<file path="config.mk">
export PLATFORM = sky130hd
export DESIGN_NAME = serial_channel_control
export DESIGN_NICKNAME = d
export VERILOG_FILES = /design/src/verilog/serial_channel_pkg.sv /design/src/verilog/shift_clock_if.sv /design/src/verilog/serial_channel_control.sv /design/src/verilog/shift_clock_gen.sv
export VERILOG_INCLUDE_DIRS = /design/src /design/src/verilog
export SDC_FILE = /design/constraint.sdc
export NUM_CORES = 1
export LEC_CHECK = 0
export BUFFER_PORTS_ARGS = -buffer_cell sky130_fd_sc_hd__buf_2
export CORE_ASPECT_RATIO = 1.75
export CORE_UTILIZATION = 55
export DETAILED_ROUTE_END_ITERATION = 12
export PLACE_DENSITY = 0.85
export SLEW_MARGIN = 25
export SYNTH_ARGS = -nofsm -noshare
export SYNTH_HDL_FRONTEND = slang
export SYNTH_SLANG_ARGS = --single-unit
</file>
<file path="constraint.sdc">
create_clock -name CLK_IN -period 6.4 [get_ports CLK_IN]
set_clock_uncertainty 0.05 [all_clocks]
set_input_delay 0.64 -clock CLK_IN [delete_from_list [all_inputs] [get_ports CLK_IN]]
set_output_delay 0.64 -clock CLK_IN [all_outputs]
set_load 0.01 [all_outputs]
</file>
<file path="src/verilog/serial_channel_defines.svh">
// register offsets, field positions, codes and counts of the serial channel
// Function
// - mode field picks async 8/7-bit, slave, master
// - mode field reads back, resets to master
// - clock field picks timer, osc/4, /8, /16
// - timer source is programmable timer seven
// - slave mode shifts on external serial clock
// - clock field reads back, resets to /16
// - pin enable hands four pins to channel
// - pin enable reads back, resets to port
// - stop select gives two or one stops
// - parity enable adds and checks parity, async
// - parity select odd when set, even clear
// - bit order select msb or lsb first
// - error flags read one, write-one clears
// - receive trigger arms reception, reads run status
// - transmit buffer eight bits, read and write
// - receive buffer holds last received character
// - transmit trigger starts send, reads busy
// - overrun when character completes before rearm
// - framing error when stop bit reads zero
// - error flags held clear while receive disabled
`ifndef SERIAL_CHANNEL_DEFINES_SVH
`define SERIAL_CHANNEL_DEFINES_SVH

// register indices; byte address is four times the index
`define IDX_CONFIG 16'hFF4C
`define IDX_CONTROL 16'hFF4D
`define IDX_TX_BUF 16'hFF4E
`define IDX_RX_BUF 16'hFF4F
`define SEL_CONFIG 2'h0
`define SEL_CONTROL 2'h1
`define SEL_TX_BUF 2'h2
`define SEL_RX_BUF 2'h3

// configuration register fields
`define CFG_STOP2 7
`define CFG_PAR_EN 6
`define CFG_PAR_ODD 5
`define CFG_CLK_HI 4
`define CFG_CLK_LO 3
`define CFG_MODE_HI 2
`define CFG_MODE_LO 1
`define CFG_PIN_EN 0

// control and status register fields
`define CTL_MSB_FIRST 7
`define CTL_FER 6
`define CTL_PER 5
`define CTL_OER 4
`define CTL_RX_TRIG 3
`define CTL_RX_EN 2
`define CTL_TX_TRIG 1
`define CTL_TX_EN 0

// transfer modes
`define MODE_MASTER 2'h0
`define MODE_SLAVE 2'h1
`define MODE_ASYNC7 2'h2
`define MODE_ASYNC8 2'h3

// clock sources and divider ratios
`define CLK_TIMER 2'h3
`define CLK_DIV4 2'h2
`define CLK_DIV8 2'h1
`define CLK_DIV16 2'h0
`define RATIO_4 5'h04
`define RATIO_8 5'h08
`define RATIO_16 5'h10

// frame lengths
`define BITS7 4'h7
`define BITS8 4'h8
`define MASK7 8'h7F
`define MASK8 8'hFF

`endif

</file>
<file path="src/verilog/serial_channel_pkg.sv">
// state types of the serial channel
package serial_channel_pkg;
  typedef enum logic [2:0] {TX_IDLE, TX_START, TX_DATA, TX_PARITY, TX_STOP} tx_state_t;
  typedef enum logic [2:0] {RX_IDLE, RX_START, RX_DATA, RX_PARITY, RX_STOP} rx_state_t;
endpackage : serial_channel_pkg

</file>
<file path="src/verilog/shift_clock_if.sv">
// link between the channel engine and its shift clock generator
`timescale 1ns/1ps
`default_nettype none
interface shift_clock_if;
  logic [1:0] mode;
  logic [1:0] clk_src;
  logic active;
  logic timer_tick;
  logic ext_sclk;
  logic tick;
  logic shift_ev;
  logic sample_ev;
  logic sclk;
  modport gen (input mode, clk_src, active, timer_tick, ext_sclk,
               output tick, shift_ev, sample_ev, sclk);
  modport user (output mode, clk_src, active, timer_tick, ext_sclk,
                input tick, shift_ev, sample_ev, sclk);
endinterface : shift_clock_if
`default_nettype wire
</file>
<file path="src/verilog/serial_channel_control.sv">
// serial channel: AHB-Lite register set, transmit/receive engine and pin takeover
`timescale 1ns/1ps
`default_nettype none
`include "serial_channel_defines.svh"
module serial_channel_control (
  // clock and reset
  input wire logic CLK_IN,
  input wire logic RESET_IN,
  // AHB-Lite slave
  input wire logic HSEL_IN,
  input wire logic [31:0] HADDR_IN,
  input wire logic [1:0] HTRANS_IN,
  input wire logic HWRITE_IN,
  input wire logic [2:0] HSIZE_IN,
  input wire logic [31:0] HWDATA_IN,
  input wire logic HREADY_IN,
  output logic [31:0] HRDATA_OUT,
  output logic HREADYOUT_OUT,
  output logic HRESP_OUT,
  // timer seven underflow pulse
  input wire logic TIMER7_TICK_IN,
  // serial pins
  input wire logic SIN_IN,
  output logic SOUT_OUT,
  output logic SOUT_OE_OUT,
  input wire logic SCLK_IN,
  output logic SCLK_OUT,
  output logic SCLK_OE_OUT,
  output logic SRDY_OUT,
  output logic SRDY_OE_OUT,
  output logic SERIAL_PINS_OUT
);
  shift_clock_if sc ();

  // bus state
  logic wr_pend_r, wr_pend_nxt;
  logic [1:0] wr_sel_r, wr_sel_nxt;
  logic [31:0] rdata_r, rdata_nxt;
  logic hit;
  logic [1:0] sel;
  logic accept;
  logic [7:0] wdata;
  logic cfg_wr, ctl_wr, txb_wr;

  // register state
  logic pin_en_r, pin_en_nxt;
  logic [1:0] mode_r, mode_nxt;
  logic [1:0] clk_src_r, clk_src_nxt;
  logic par_odd_r, par_odd_nxt;
  logic par_en_r, par_en_nxt;
  logic stop2_r, stop2_nxt;
  logic msb_r, msb_nxt;
  logic fer_r, fer_nxt;
  logic per_r, per_nxt;
  logic oer_r, oer_nxt;
  logic rx_trig_r, rx_trig_nxt;
  logic rx_en_r, rx_en_nxt;
  logic tx_trig_r, tx_trig_nxt;
  logic tx_en_r, tx_en_nxt;
  logic [7:0] tx_data_r, tx_data_nxt;
  logic [7:0] rx_data_r, rx_data_nxt;
  logic tx_go, rx_go;

  // engine state
  serial_channel_pkg::tx_state_t tx_state_r, tx_state_nxt;
  serial_channel_pkg::rx_state_t rx_state_r, rx_state_nxt;
  logic [3:0] tx_cnt_r, tx_cnt_nxt;
  logic [3:0] rx_cnt_r, rx_cnt_nxt;
  logic tx_half_r, tx_half_nxt;
  logic rx_half_r, rx_half_nxt;
  logic [7:0] tx_hold_r, tx_hold_nxt;
  logic [7:0] rx_shift_r, rx_shift_nxt;
  logic sout_r, sout_nxt;
  logic srdy_r, srdy_nxt;
  logic sync_tx_r, sync_tx_nxt;
  logic sync_rx_r, sync_rx_nxt;
  logic rx_per_r, rx_per_nxt;
  logic tx_done_r, tx_done_nxt;
  logic rx_done_r, rx_done_nxt;
  logic fer_ev_r, fer_ev_nxt;
  logic per_ev_r, per_ev_nxt;
  logic is_async;
  logic [3:0] nbits;
  logic tx_adv;
  logic rx_smp;
  logic sin_eff;

  // pin output state
  logic sout_pin_r, sout_pin_nxt;
  logic sout_oe_r, sout_oe_nxt;
  logic sclk_pin_r, sclk_pin_nxt;
  logic sclk_oe_r, sclk_oe_nxt;
  logic srdy_pin_r, srdy_pin_nxt;
  logic srdy_oe_r, srdy_oe_nxt;
  logic pins_r, pins_nxt;

  function automatic logic [2:0] bit_pos(input logic [3:0] idx, input logic [3:0] nb,
                                         input logic msb);
    logic [3:0] p;
    p = msb ? (nb - 4'h1 - idx) : idx;
    return p[2:0];
  endfunction : bit_pos

  function automatic logic parity_bit(input logic [7:0] d, input logic [3:0] nb,
                                      input logic odd);
    logic ones;
    ones = ^(d & ((nb == `BITS7) ? `MASK7 : `MASK8));
    return odd ? ~ones : ones;
  endfunction : parity_bit

  shift_clock_gen u_clock (
    .clk(CLK_IN),
    .rst(RESET_IN),
    .sc(sc.gen)
  );

  assign sc.mode = mode_r;
  assign sc.clk_src = clk_src_r;
  assign sc.active = (tx_state_r == serial_channel_pkg::TX_DATA) && !is_async;
  assign sc.timer_tick = TIMER7_TICK_IN;
  assign sc.ext_sclk = pin_en_r ? SCLK_IN : 1'b1;

  // bus: address phase decode, write applied in the data phase
  always_comb begin
    hit = 1'b0;
    sel = `SEL_CONFIG;
    if (HADDR_IN[31:18] != 14'h0000) begin
      hit = 1'b0;
    end else if (HADDR_IN[17:2] == `IDX_CONFIG) begin
      hit = 1'b1;
      sel = `SEL_CONFIG;
    end else if (HADDR_IN[17:2] == `IDX_CONTROL) begin
      hit = 1'b1;
      sel = `SEL_CONTROL;
    end else if (HADDR_IN[17:2] == `IDX_TX_BUF) begin
      hit = 1'b1;
      sel = `SEL_TX_BUF;
    end else if (HADDR_IN[17:2] == `IDX_RX_BUF) begin
      hit = 1'b1;
      sel = `SEL_RX_BUF;
    end
    accept = HSEL_IN && HTRANS_IN[1] && HREADY_IN;
    wr_pend_nxt = accept && HWRITE_IN && hit;
    wr_sel_nxt = sel;
    wdata = HWDATA_IN[7:0];
    cfg_wr = wr_pend_r && (wr_sel_r == `SEL_CONFIG);
    ctl_wr = wr_pend_r && (wr_sel_r == `SEL_CONTROL);
    txb_wr = wr_pend_r && (wr_sel_r == `SEL_TX_BUF);
    // reads see the next values so a read right behind a write is not stale
    rdata_nxt = 32'h0000_0000;
    if (accept && !HWRITE_IN && hit) begin
      if (sel == `SEL_CONFIG) begin
        rdata_nxt[7:0] = {stop2_nxt, par_en_nxt, par_odd_nxt, clk_src_nxt, mode_nxt,
                          pin_en_nxt};
      end else if (sel == `SEL_CONTROL) begin
        rdata_nxt[7:0] = {msb_nxt, fer_nxt, per_nxt, oer_nxt, rx_trig_nxt, rx_en_nxt,
                          tx_trig_nxt, tx_en_nxt};
      end else if (sel == `SEL_TX_BUF) begin
        rdata_nxt[7:0] = tx_data_nxt;
      end else begin
        rdata_nxt[7:0] = rx_data_nxt;
      end
    end
  end

  // registers
  always_comb begin
    pin_en_nxt = pin_en_r;
    mode_nxt = mode_r;
    clk_src_nxt = clk_src_r;
    par_odd_nxt = par_odd_r;
    par_en_nxt = par_en_r;
    stop2_nxt = stop2_r;
    msb_nxt = msb_r;
    rx_en_nxt = rx_en_r;
    tx_en_nxt = tx_en_r;
    tx_data_nxt = tx_data_r;
    if (cfg_wr) begin
      stop2_nxt = wdata[`CFG_STOP2];
      par_en_nxt = wdata[`CFG_PAR_EN];
      par_odd_nxt = wdata[`CFG_PAR_ODD];
      clk_src_nxt = wdata[`CFG_CLK_HI:`CFG_CLK_LO];
      mode_nxt = wdata[`CFG_MODE_HI:`CFG_MODE_LO];
      pin_en_nxt = wdata[`CFG_PIN_EN];
    end
    if (ctl_wr) begin
      msb_nxt = wdata[`CTL_MSB_FIRST];
      rx_en_nxt = wdata[`CTL_RX_EN];
      tx_en_nxt = wdata[`CTL_TX_EN];
    end
    if (txb_wr) begin
      tx_data_nxt = wdata;
    end
    // a trigger while the engine still runs is dropped, status already reads one
    tx_go = ctl_wr && wdata[`CTL_TX_TRIG] && wdata[`CTL_TX_EN] && !tx_trig_r;
    rx_go = ctl_wr && wdata[`CTL_RX_TRIG] && wdata[`CTL_RX_EN] && !is_async && !rx_trig_r;
    tx_trig_nxt = tx_go || (tx_trig_r && !tx_done_r);
    // hardware clear loses against a software rearm in the same cycle
    rx_trig_nxt = rx_en_nxt && ((ctl_wr && wdata[`CTL_RX_TRIG]) || (rx_trig_r && !rx_done_r));
    fer_nxt = rx_en_nxt && (fer_ev_r || (fer_r && !(ctl_wr && wdata[`CTL_FER])));
    per_nxt = rx_en_nxt && (per_ev_r || (per_r && !(ctl_wr && wdata[`CTL_PER])));
    oer_nxt = rx_en_nxt && ((rx_done_r && is_async && !rx_trig_r)
              || (oer_r && !(ctl_wr && wdata[`CTL_OER])));
    rx_data_nxt = rx_done_r ? rx_shift_r : rx_data_r;
  end

  // transmit and receive engine
  always_comb begin
    is_async = mode_r[1];
    nbits = (mode_r == `MODE_ASYNC7) ? `BITS7 : `BITS8;
    sin_eff = pin_en_r ? SIN_IN : 1'b1;
    tx_adv = sc.tick && tx_half_r;
    rx_smp = sc.tick && !rx_half_r;
    tx_state_nxt = tx_state_r;
    rx_state_nxt = rx_state_r;
    tx_cnt_nxt = tx_cnt_r;
    rx_cnt_nxt = rx_cnt_r;
    tx_half_nxt = tx_half_r;
    rx_half_nxt = rx_half_r;
    tx_hold_nxt = tx_hold_r;
    rx_shift_nxt = rx_shift_r;
    sout_nxt = sout_r;
    sync_tx_nxt = sync_tx_r;
    sync_rx_nxt = sync_rx_r;
    rx_per_nxt = rx_per_r;
    tx_done_nxt = 1'b0;
    rx_done_nxt = 1'b0;
    fer_ev_nxt = 1'b0;
    per_ev_nxt = 1'b0;
    if (is_async && sc.tick && tx_state_r != serial_channel_pkg::TX_IDLE) begin
      tx_half_nxt = ~tx_half_r;
    end
    case (tx_state_r)
      serial_channel_pkg::TX_IDLE: begin
        if (!is_async && (tx_go || rx_go)) begin
          tx_state_nxt = serial_channel_pkg::TX_DATA;
          tx_cnt_nxt = 4'h0;
          tx_hold_nxt = tx_data_r;
          sync_tx_nxt = tx_go;
          sync_rx_nxt = rx_go;
          sout_nxt = tx_go ? tx_data_r[bit_pos(4'h0, `BITS8, msb_r)] : 1'b1;
        end else if (is_async) begin
          sout_nxt = 1'b1;
          if (tx_trig_r && !tx_done_r && sc.tick) begin
            tx_state_nxt = serial_channel_pkg::TX_START;
            tx_half_nxt = 1'b0;
            tx_hold_nxt = tx_data_r;
            sout_nxt = 1'b0;
          end
        end
      end
      serial_channel_pkg::TX_START: begin
        if (tx_adv) begin
          tx_state_nxt = serial_channel_pkg::TX_DATA;
          tx_cnt_nxt = 4'h0;
          sout_nxt = tx_hold_r[bit_pos(4'h0, nbits, msb_r)];
        end
      end
      serial_channel_pkg::TX_DATA: begin
        if (!is_async) begin
          if (sc.shift_ev) begin
            sout_nxt = sync_tx_r ? tx_hold_r[bit_pos(tx_cnt_r, `BITS8, msb_r)] : 1'b1;
          end
          if (sc.sample_ev) begin
            if (sync_rx_r) begin
              rx_shift_nxt[bit_pos(tx_cnt_r, `BITS8, msb_r)] = sin_eff;
            end
            if (tx_cnt_r == `BITS8 - 4'h1) begin
              tx_state_nxt = serial_channel_pkg::TX_IDLE;
              tx_done_nxt = sync_tx_r;
              rx_done_nxt = sync_rx_r;
            end else begin
              tx_cnt_nxt = tx_cnt_r + 4'h1;
            end
          end
        end else if (tx_adv) begin
          if (tx_cnt_r == nbits - 4'h1) begin
            tx_cnt_nxt = 4'h0;
            if (par_en_r) begin
              tx_state_nxt = serial_channel_pkg::TX_PARITY;
              sout_nxt = parity_bit(tx_hold_r, nbits, par_odd_r);
            end else begin
              tx_state_nxt = serial_channel_pkg::TX_STOP;
              sout_nxt = 1'b1;
            end
          end else begin
            tx_cnt_nxt = tx_cnt_r + 4'h1;
            sout_nxt = tx_hold_r[bit_pos(tx_cnt_r + 4'h1, nbits, msb_r)];
          end
        end
      end
      serial_channel_pkg::TX_PARITY: begin
        if (tx_adv) begin
          tx_state_nxt = serial_channel_pkg::TX_STOP;
          tx_cnt_nxt = 4'h0;
          sout_nxt = 1'b1;
        end
      end
      default: begin
        if (tx_adv) begin
          if (stop2_r && tx_cnt_r == 4'h0) begin
            tx_cnt_nxt = 4'h1;
          end else begin
            tx_state_nxt = serial_channel_pkg::TX_IDLE;
            tx_done_nxt = 1'b1;
          end
        end
      end
    endcase
    if (sc.tick && rx_state_r != serial_channel_pkg::RX_IDLE) begin
      rx_half_nxt = ~rx_half_r;
    end
    case (rx_state_r)
      serial_channel_pkg::RX_IDLE: begin
        if (!sin_eff) begin
          rx_state_nxt = serial_channel_pkg::RX_START;
          rx_half_nxt = 1'b0;
          rx_cnt_nxt = 4'h0;
        end
      end
      serial_channel_pkg::RX_START: begin
        if (rx_smp) begin
          // a start bit that is high again at mid bit was a glitch
          rx_state_nxt = sin_eff ? serial_channel_pkg::RX_IDLE : serial_channel_pkg::RX_DATA;
          rx_shift_nxt = 8'h00;
        end
      end
      serial_channel_pkg::RX_DATA: begin
        if (rx_smp) begin
          rx_shift_nxt[bit_pos(rx_cnt_r, nbits, msb_r)] = sin_eff;
          if (rx_cnt_r == nbits - 4'h1) begin
            rx_state_nxt = par_en_r ? serial_channel_pkg::RX_PARITY
                                    : serial_channel_pkg::RX_STOP;
            rx_per_nxt = 1'b0;
          end else begin
            rx_cnt_nxt = rx_cnt_r + 4'h1;
          end
        end
      end
      serial_channel_pkg::RX_PARITY: begin
        if (rx_smp) begin
          rx_per_nxt = (sin_eff != parity_bit(rx_shift_r, nbits, par_odd_r));
          rx_state_nxt = serial_channel_pkg::RX_STOP;
        end
      end
      default: begin
        if (rx_smp) begin
          rx_state_nxt = serial_channel_pkg::RX_IDLE;
          rx_done_nxt = 1'b1;
          fer_ev_nxt = !sin_eff;
          per_ev_nxt = rx_per_r;
        end
      end
    endcase
    // receiver only listens in async mode with reception enabled
    if (!is_async || !rx_en_r) begin
      rx_state_nxt = serial_channel_pkg::RX_IDLE;
    end
    srdy_nxt = !(mode_r == `MODE_SLAVE && tx_state_r == serial_channel_pkg::TX_DATA);
  end

  // pins: port function unless the channel owns them
  always_comb begin
    pins_nxt = pin_en_r;
    sout_pin_nxt = pin_en_r ? sout_r : 1'b1;
    sout_oe_nxt = pin_en_r;
    sclk_pin_nxt = sc.sclk;
    sclk_oe_nxt = pin_en_r && (mode_r != `MODE_SLAVE) && !is_async;
    srdy_pin_nxt = srdy_r;
    srdy_oe_nxt = pin_en_r && (mode_r == `MODE_SLAVE);
  end

  always_ff @(posedge CLK_IN) begin
    if (RESET_IN) begin
      wr_pend_r <= 1'b0;
      wr_sel_r <= `SEL_CONFIG;
      rdata_r <= 32'h0000_0000;
      pin_en_r <= 1'b0;
      mode_r <= `MODE_MASTER;
      clk_src_r <= `CLK_DIV16;
      par_odd_r <= 1'b0;
      par_en_r <= 1'b0;
      stop2_r <= 1'b0;
      msb_r <= 1'b0;
      fer_r <= 1'b0;
      per_r <= 1'b0;
      oer_r <= 1'b0;
      rx_trig_r <= 1'b0;
      rx_en_r <= 1'b0;
      tx_trig_r <= 1'b0;
      tx_en_r <= 1'b0;
      tx_data_r <= 8'h00;
      rx_data_r <= 8'h00;
      tx_state_r <= serial_channel_pkg::TX_IDLE;
      rx_state_r <= serial_channel_pkg::RX_IDLE;
      tx_cnt_r <= 4'h0;
      rx_cnt_r <= 4'h0;
      tx_half_r <= 1'b0;
      rx_half_r <= 1'b0;
      tx_hold_r <= 8'h00;
      rx_shift_r <= 8'h00;
      sout_r <= 1'b1;
      srdy_r <= 1'b1;
      sync_tx_r <= 1'b0;
      sync_rx_r <= 1'b0;
      rx_per_r <= 1'b0;
      tx_done_r <= 1'b0;
      rx_done_r <= 1'b0;
      fer_ev_r <= 1'b0;
      per_ev_r <= 1'b0;
      sout_pin_r <= 1'b1;
      sout_oe_r <= 1'b0;
      sclk_pin_r <= 1'b1;
      sclk_oe_r <= 1'b0;
      srdy_pin_r <= 1'b1;
      srdy_oe_r <= 1'b0;
      pins_r <= 1'b0;
    end else begin
      wr_pend_r <= wr_pend_nxt;
      wr_sel_r <= wr_sel_nxt;
      rdata_r <= rdata_nxt;
      pin_en_r <= pin_en_nxt;
      mode_r <= mode_nxt;
      clk_src_r <= clk_src_nxt;
      par_odd_r <= par_odd_nxt;
      par_en_r <= par_en_nxt;
      stop2_r <= stop2_nxt;
      msb_r <= msb_nxt;
      fer_r <= fer_nxt;
      per_r <= per_nxt;
      oer_r <= oer_nxt;
      rx_trig_r <= rx_trig_nxt;
      rx_en_r <= rx_en_nxt;
      tx_trig_r <= tx_trig_nxt;
      tx_en_r <= tx_en_nxt;
      tx_data_r <= tx_data_nxt;
      rx_data_r <= rx_data_nxt;
      tx_state_r <= tx_state_nxt;
      rx_state_r <= rx_state_nxt;
      tx_cnt_r <= tx_cnt_nxt;
      rx_cnt_r <= rx_cnt_nxt;
      tx_half_r <= tx_half_nxt;
      rx_half_r <= rx_half_nxt;
      tx_hold_r <= tx_hold_nxt;
      rx_shift_r <= rx_shift_nxt;
      sout_r <= sout_nxt;
      srdy_r <= srdy_nxt;
      sync_tx_r <= sync_tx_nxt;
      sync_rx_r <= sync_rx_nxt;
      rx_per_r <= rx_per_nxt;
      tx_done_r <= tx_done_nxt;
      rx_done_r <= rx_done_nxt;
      fer_ev_r <= fer_ev_nxt;
      per_ev_r <= per_ev_nxt;
      sout_pin_r <= sout_pin_nxt;
      sout_oe_r <= sout_oe_nxt;
      sclk_pin_r <= sclk_pin_nxt;
      sclk_oe_r <= sclk_oe_nxt;
      srdy_pin_r <= srdy_pin_nxt;
      srdy_oe_r <= srdy_oe_nxt;
      pins_r <= pins_nxt;
    end
  end

  assign HRDATA_OUT = rdata_r;
  assign HREADYOUT_OUT = 1'b1;
  assign HRESP_OUT = 1'b0;
  assign SOUT_OUT = sout_pin_r;
  assign SOUT_OE_OUT = sout_oe_r;
  assign SCLK_OUT = sclk_pin_r;
  assign SCLK_OE_OUT = sclk_oe_r;
  assign SRDY_OUT = srdy_pin_r;
  assign SRDY_OE_OUT = srdy_oe_r;
  assign SERIAL_PINS_OUT = pins_r;
endmodule : serial_channel_control
`default_nettype wire

</file>
<file path="src/verilog/shift_clock_gen.sv">
// shift clock generator: oscillator divider, timer tick, master and slave clock edges
`timescale 1ns/1ps
`default_nettype none
`include "serial_channel_defines.svh"
module shift_clock_gen (
  // clock and reset
  input wire logic clk,
  input wire logic rst,
  // engine side
  shift_clock_if.gen sc
);
  logic [4:0] div_cnt_r, div_cnt_nxt;
  logic [4:0] ratio;
  logic base_tick;
  logic sclk_r, sclk_nxt;
  logic prev_r, prev_nxt;
  logic tick_r, tick_nxt;
  logic shift_r, shift_nxt;
  logic sample_r, sample_nxt;

  always_comb begin
    ratio = `RATIO_16;
    if (sc.clk_src == `CLK_DIV4) begin
      ratio = `RATIO_4;
    end else if (sc.clk_src == `CLK_DIV8) begin
      ratio = `RATIO_8;
    end
    // timer seven pulses stand in for the divider
    if (sc.clk_src == `CLK_TIMER) begin
      base_tick = sc.timer_tick;
    end else begin
      base_tick = (div_cnt_r == ratio - 5'h01);
    end
    div_cnt_nxt = (div_cnt_r == ratio - 5'h01) ? 5'h00 : div_cnt_r + 5'h01;
    tick_nxt = base_tick;
    prev_nxt = sc.ext_sclk;
    sclk_nxt = sclk_r;
    shift_nxt = 1'b0;
    sample_nxt = 1'b0;
    if (sc.mode == `MODE_SLAVE) begin
      // clock source is ignored: edges of the external clock only
      shift_nxt = prev_r & ~sc.ext_sclk;
      sample_nxt = ~prev_r & sc.ext_sclk;
      sclk_nxt = 1'b1;
    end else if (sc.mode == `MODE_MASTER) begin
      if (!sc.active) begin
        sclk_nxt = 1'b1;
      end else if (base_tick) begin
        sclk_nxt = ~sclk_r;
        shift_nxt = sclk_r;
        sample_nxt = ~sclk_r;
      end
    end
  end

  always_ff @(posedge clk) begin
    if (rst) begin
      div_cnt_r <= 5'h00;
      sclk_r <= 1'b1;
      prev_r <= 1'b1;
      tick_r <= 1'b0;
      shift_r <= 1'b0;
      sample_r <= 1'b0;
    end else begin
      div_cnt_r <= div_cnt_nxt;
      sclk_r <= sclk_nxt;
      prev_r <= prev_nxt;
      tick_r <= tick_nxt;
      shift_r <= shift_nxt;
      sample_r <= sample_nxt;
    end
  end

  assign sc.tick = tick_r;
  assign sc.shift_ev = shift_r;
  assign sc.sample_ev = sample_r;
  assign sc.sclk = sclk_r;
endmodule : shift_clock_gen
`default_nettype wire

</file>
==> results.ini <==
[final_layout]
diodes = 0
drive_gt1_frac = 0.1355
area_growth_pct = 7.749
nets = 821
fin_util = 0.6081
design_area_sq_um = 6264
final_cell_mix = 100 x dfxtp_1, 93 x nor2_1, 61 x buf_2, 57 x nand2_1, 40 x mux2i_1
fin_cells = 865
final_common_cell = dfxtp_1

[global_route]
grt_max_degree = 53
track_usage = 0.2913
grt-ovfl-total = 0
antenna_found_initial = 0
grt_first_pass_wirelength_mm = 25.03
grt_pass1_vias = 5263

[logic_synthesis]
ys_ff_latch = 100
synth_area_leaders = dfxtp_1 34%, mux2i_1 6.9%, nor2_1 6.0%
ys_seq_area_frac = 0.3444
synth_edf_count = 0
synth_cells = 703
yosys_warnings = 0
yosysTopAreaCellShare = 0.3444
ys.flop_type = dfxtp_1
avgSynthCellArea_sq_um = 8.269
ys_types = 70
syn_area_sq_um = 5813
synth_top_area_cell = dfxtp_1
synthArstFlopShare = 0

[placed_design]
port_buffers = 61
dp.cells = 850
placed_area_sq_um = 5982
routabilityCongestion = 0.9470
hpwl_mm = 11.62

[critical_path]
arrival_ns = 3.64
max_stage_delay_ns = 0.87
cpMostUsedCell = ha_1
path_cells = inv_1 > ha_1 > ha_1 > mux2i_1 > mux4_2 > a2111oi_0 > nor3_1 > o32a_1
crit_required_ns = 6.59
path_class = register to register
start_kind = register
worstSetupEndpointType = register
critPathMaxFanout = 27
slowest_stage = dfxtp_1

[clock_tree]
tritoncts.num_buffers = 9
clockBufferDepth = 2
cts_tree = built
htreeDepth = 3
holdBufCountCts = 0
cts-root-buf = clkbuf_16
cts_sinks = 100
cts.repair.resized = 0
post_cts_buffers = 0
worstSkewPairLatency_ns = 0.35
clk_pin_slew_ns = 0.07

[drt]
drc = 0
vias = 5361
drt_pass1_iterations = 5
wl_per_cell_um = 17.95
ant_nets = 0
drt-initial-drc-count = 525
viasPerCell = 6.198
finalWirelength_mm = 15.53

[timing]
hold_viol_final = 0
relSlewSlack = 0.3020
fmax_mhz = 289.5
slew_violations = 0
tns_ns = 0
rsz0062_at_grt = false
timing.hold.ws_ns = 0.3799
setup_viol = 0
period_minus_slack_ns = 3.454
period_share = 0.5396
worst-slew-pin-transition_ns = 1.046

[run]
cap_viol_max_count = 0

[power_and_ir_drop]
ir_worst_vdd_v = 0.0001656
pwr_density_cell_nw_per_um2 = 191.5
power_leakage_nw = 2.484

[floorplan]
die_h_um = 138
dieArea_sq_um = 11000
die_x_um = 79.72
ios = 118
placementRows = 49
start_util = 0.5644
fp.coreArea_sq_um = 10300

[outcome]
outcome = complete, no violations

[hold_path]
hp-class = register to register

## worst paths after layout
check                      startpoint             endpoint  slack [ns]  cells past startpoint
max          tx_cnt_r[1]$_SDFFE_PP0P_  sout_r$_SDFFE_PP1P_        2.95                      8
min           srdy_pin_nxt$_SDFF_PP1_  SRDY_OUT$_SDFF_PP1_        0.38                      1
max reg2reg  tx_cnt_r[1]$_SDFFE_PP0P_  sout_r$_SDFFE_PP1P_        2.95                      8
min reg2reg   srdy_pin_nxt$_SDFF_PP1_  SRDY_OUT$_SDFF_PP1_        0.38                      1
## state kept, by name (all words and copies together), names as in the netlist, 2 cells and up
| register | flops |
|---|---|
| rx_shift_r | 8 |
| wr_sel_r | 2 |
| tx_hold_r | 8 |
| rx_data_r | 8 |
| u_clock.div_cnt_r | 5 |
| tx_data_r | 8 |
| mode_r | 2 |
| tx_cnt_r | 4 |
| clk_src_r | 2 |
| rx_state_r | 3 |
| rx_cnt_r | 4 |
| HRDATA_OUT | 8 |
| tx_state_r | 3 |
## synthesized netlist by cell type, types with 16 or more instances
cell type / instances
nand2_1: 57
dfxtp_1: 100
a21oi_1: 39
nand2b_1: 19
clkbuf_1: 29
nor2b_1: 17
xnor2_1: 16
mux2i_1: 40
nor2_1: 93
buf_4: 28
o21ai_0: 28
## worst max-delay path: cells and delay by family, from the launching register on
family | cells | cell delay (ns)
flip-flops | 1 | 0.87
multiplexers | 2 | 0.81
adder cells (fa/ha/maj) | 2 | 0.72
AO/OA/AOI/OAI | 2 | 0.44
buffers and inverters | 1 | 0.34
AND/OR/NAND/NOR | 1 | 0.10
## stage by stage
step	power [mW]	worst slack [ns]
floorplan	0.6758	3.526
global placement	0.6846	3.024
detailed placement	0.6864	3.014
CTS	1.203	2.984
global route	1.234	2.697
finish	1.200	2.946
## report_power, final
| part | internal, mW | switching [mW] | leakage, nW |
|---|---|---|---|
| Sequential | 0.623 | 0.00138 | 0.806 |
| Clock | 0.271 | 0.256 | 0.136 |
| Combinational | 0.0164 | 0.0318 | 1.54 |
| Total | 0.910 | 0.289 | 2.48 |
## layer usage
metal / vias to the layer above / track usage / share of wire
met5: - / 0 / 0
met4: 0 / 0.2019 / 0.066
met3: 72 / 0.04290 / 0.054
met2: 289 / 0.5259 / 0.54
met1: 2490 / 0.2953 / 0.34
li1: 2510 / - / -
## layout make-up
cell class,instances,area [sq um]
inverters,13,48.80
well taps,127,158.9
fillers,893,4036
clock buffers,9,225.2
repair buffers,64,327.8
clock inverters,6,56.30
multi-input cells,546,3445
flip-flops and latches,100,2002
## logic make-up after synthesis
logic type	Yosys count	share of synthesized area
xor+xnor	25	0.04240
other cells	2	0.001292
compound gates	146	0.1651
fa+ha+maj	10	0.02152
buf+inv	81	0.07856
simple gates	290	0.2546
flops	100	0.3444
mux	49	0.09212
(Power assumes the default switching activity.)
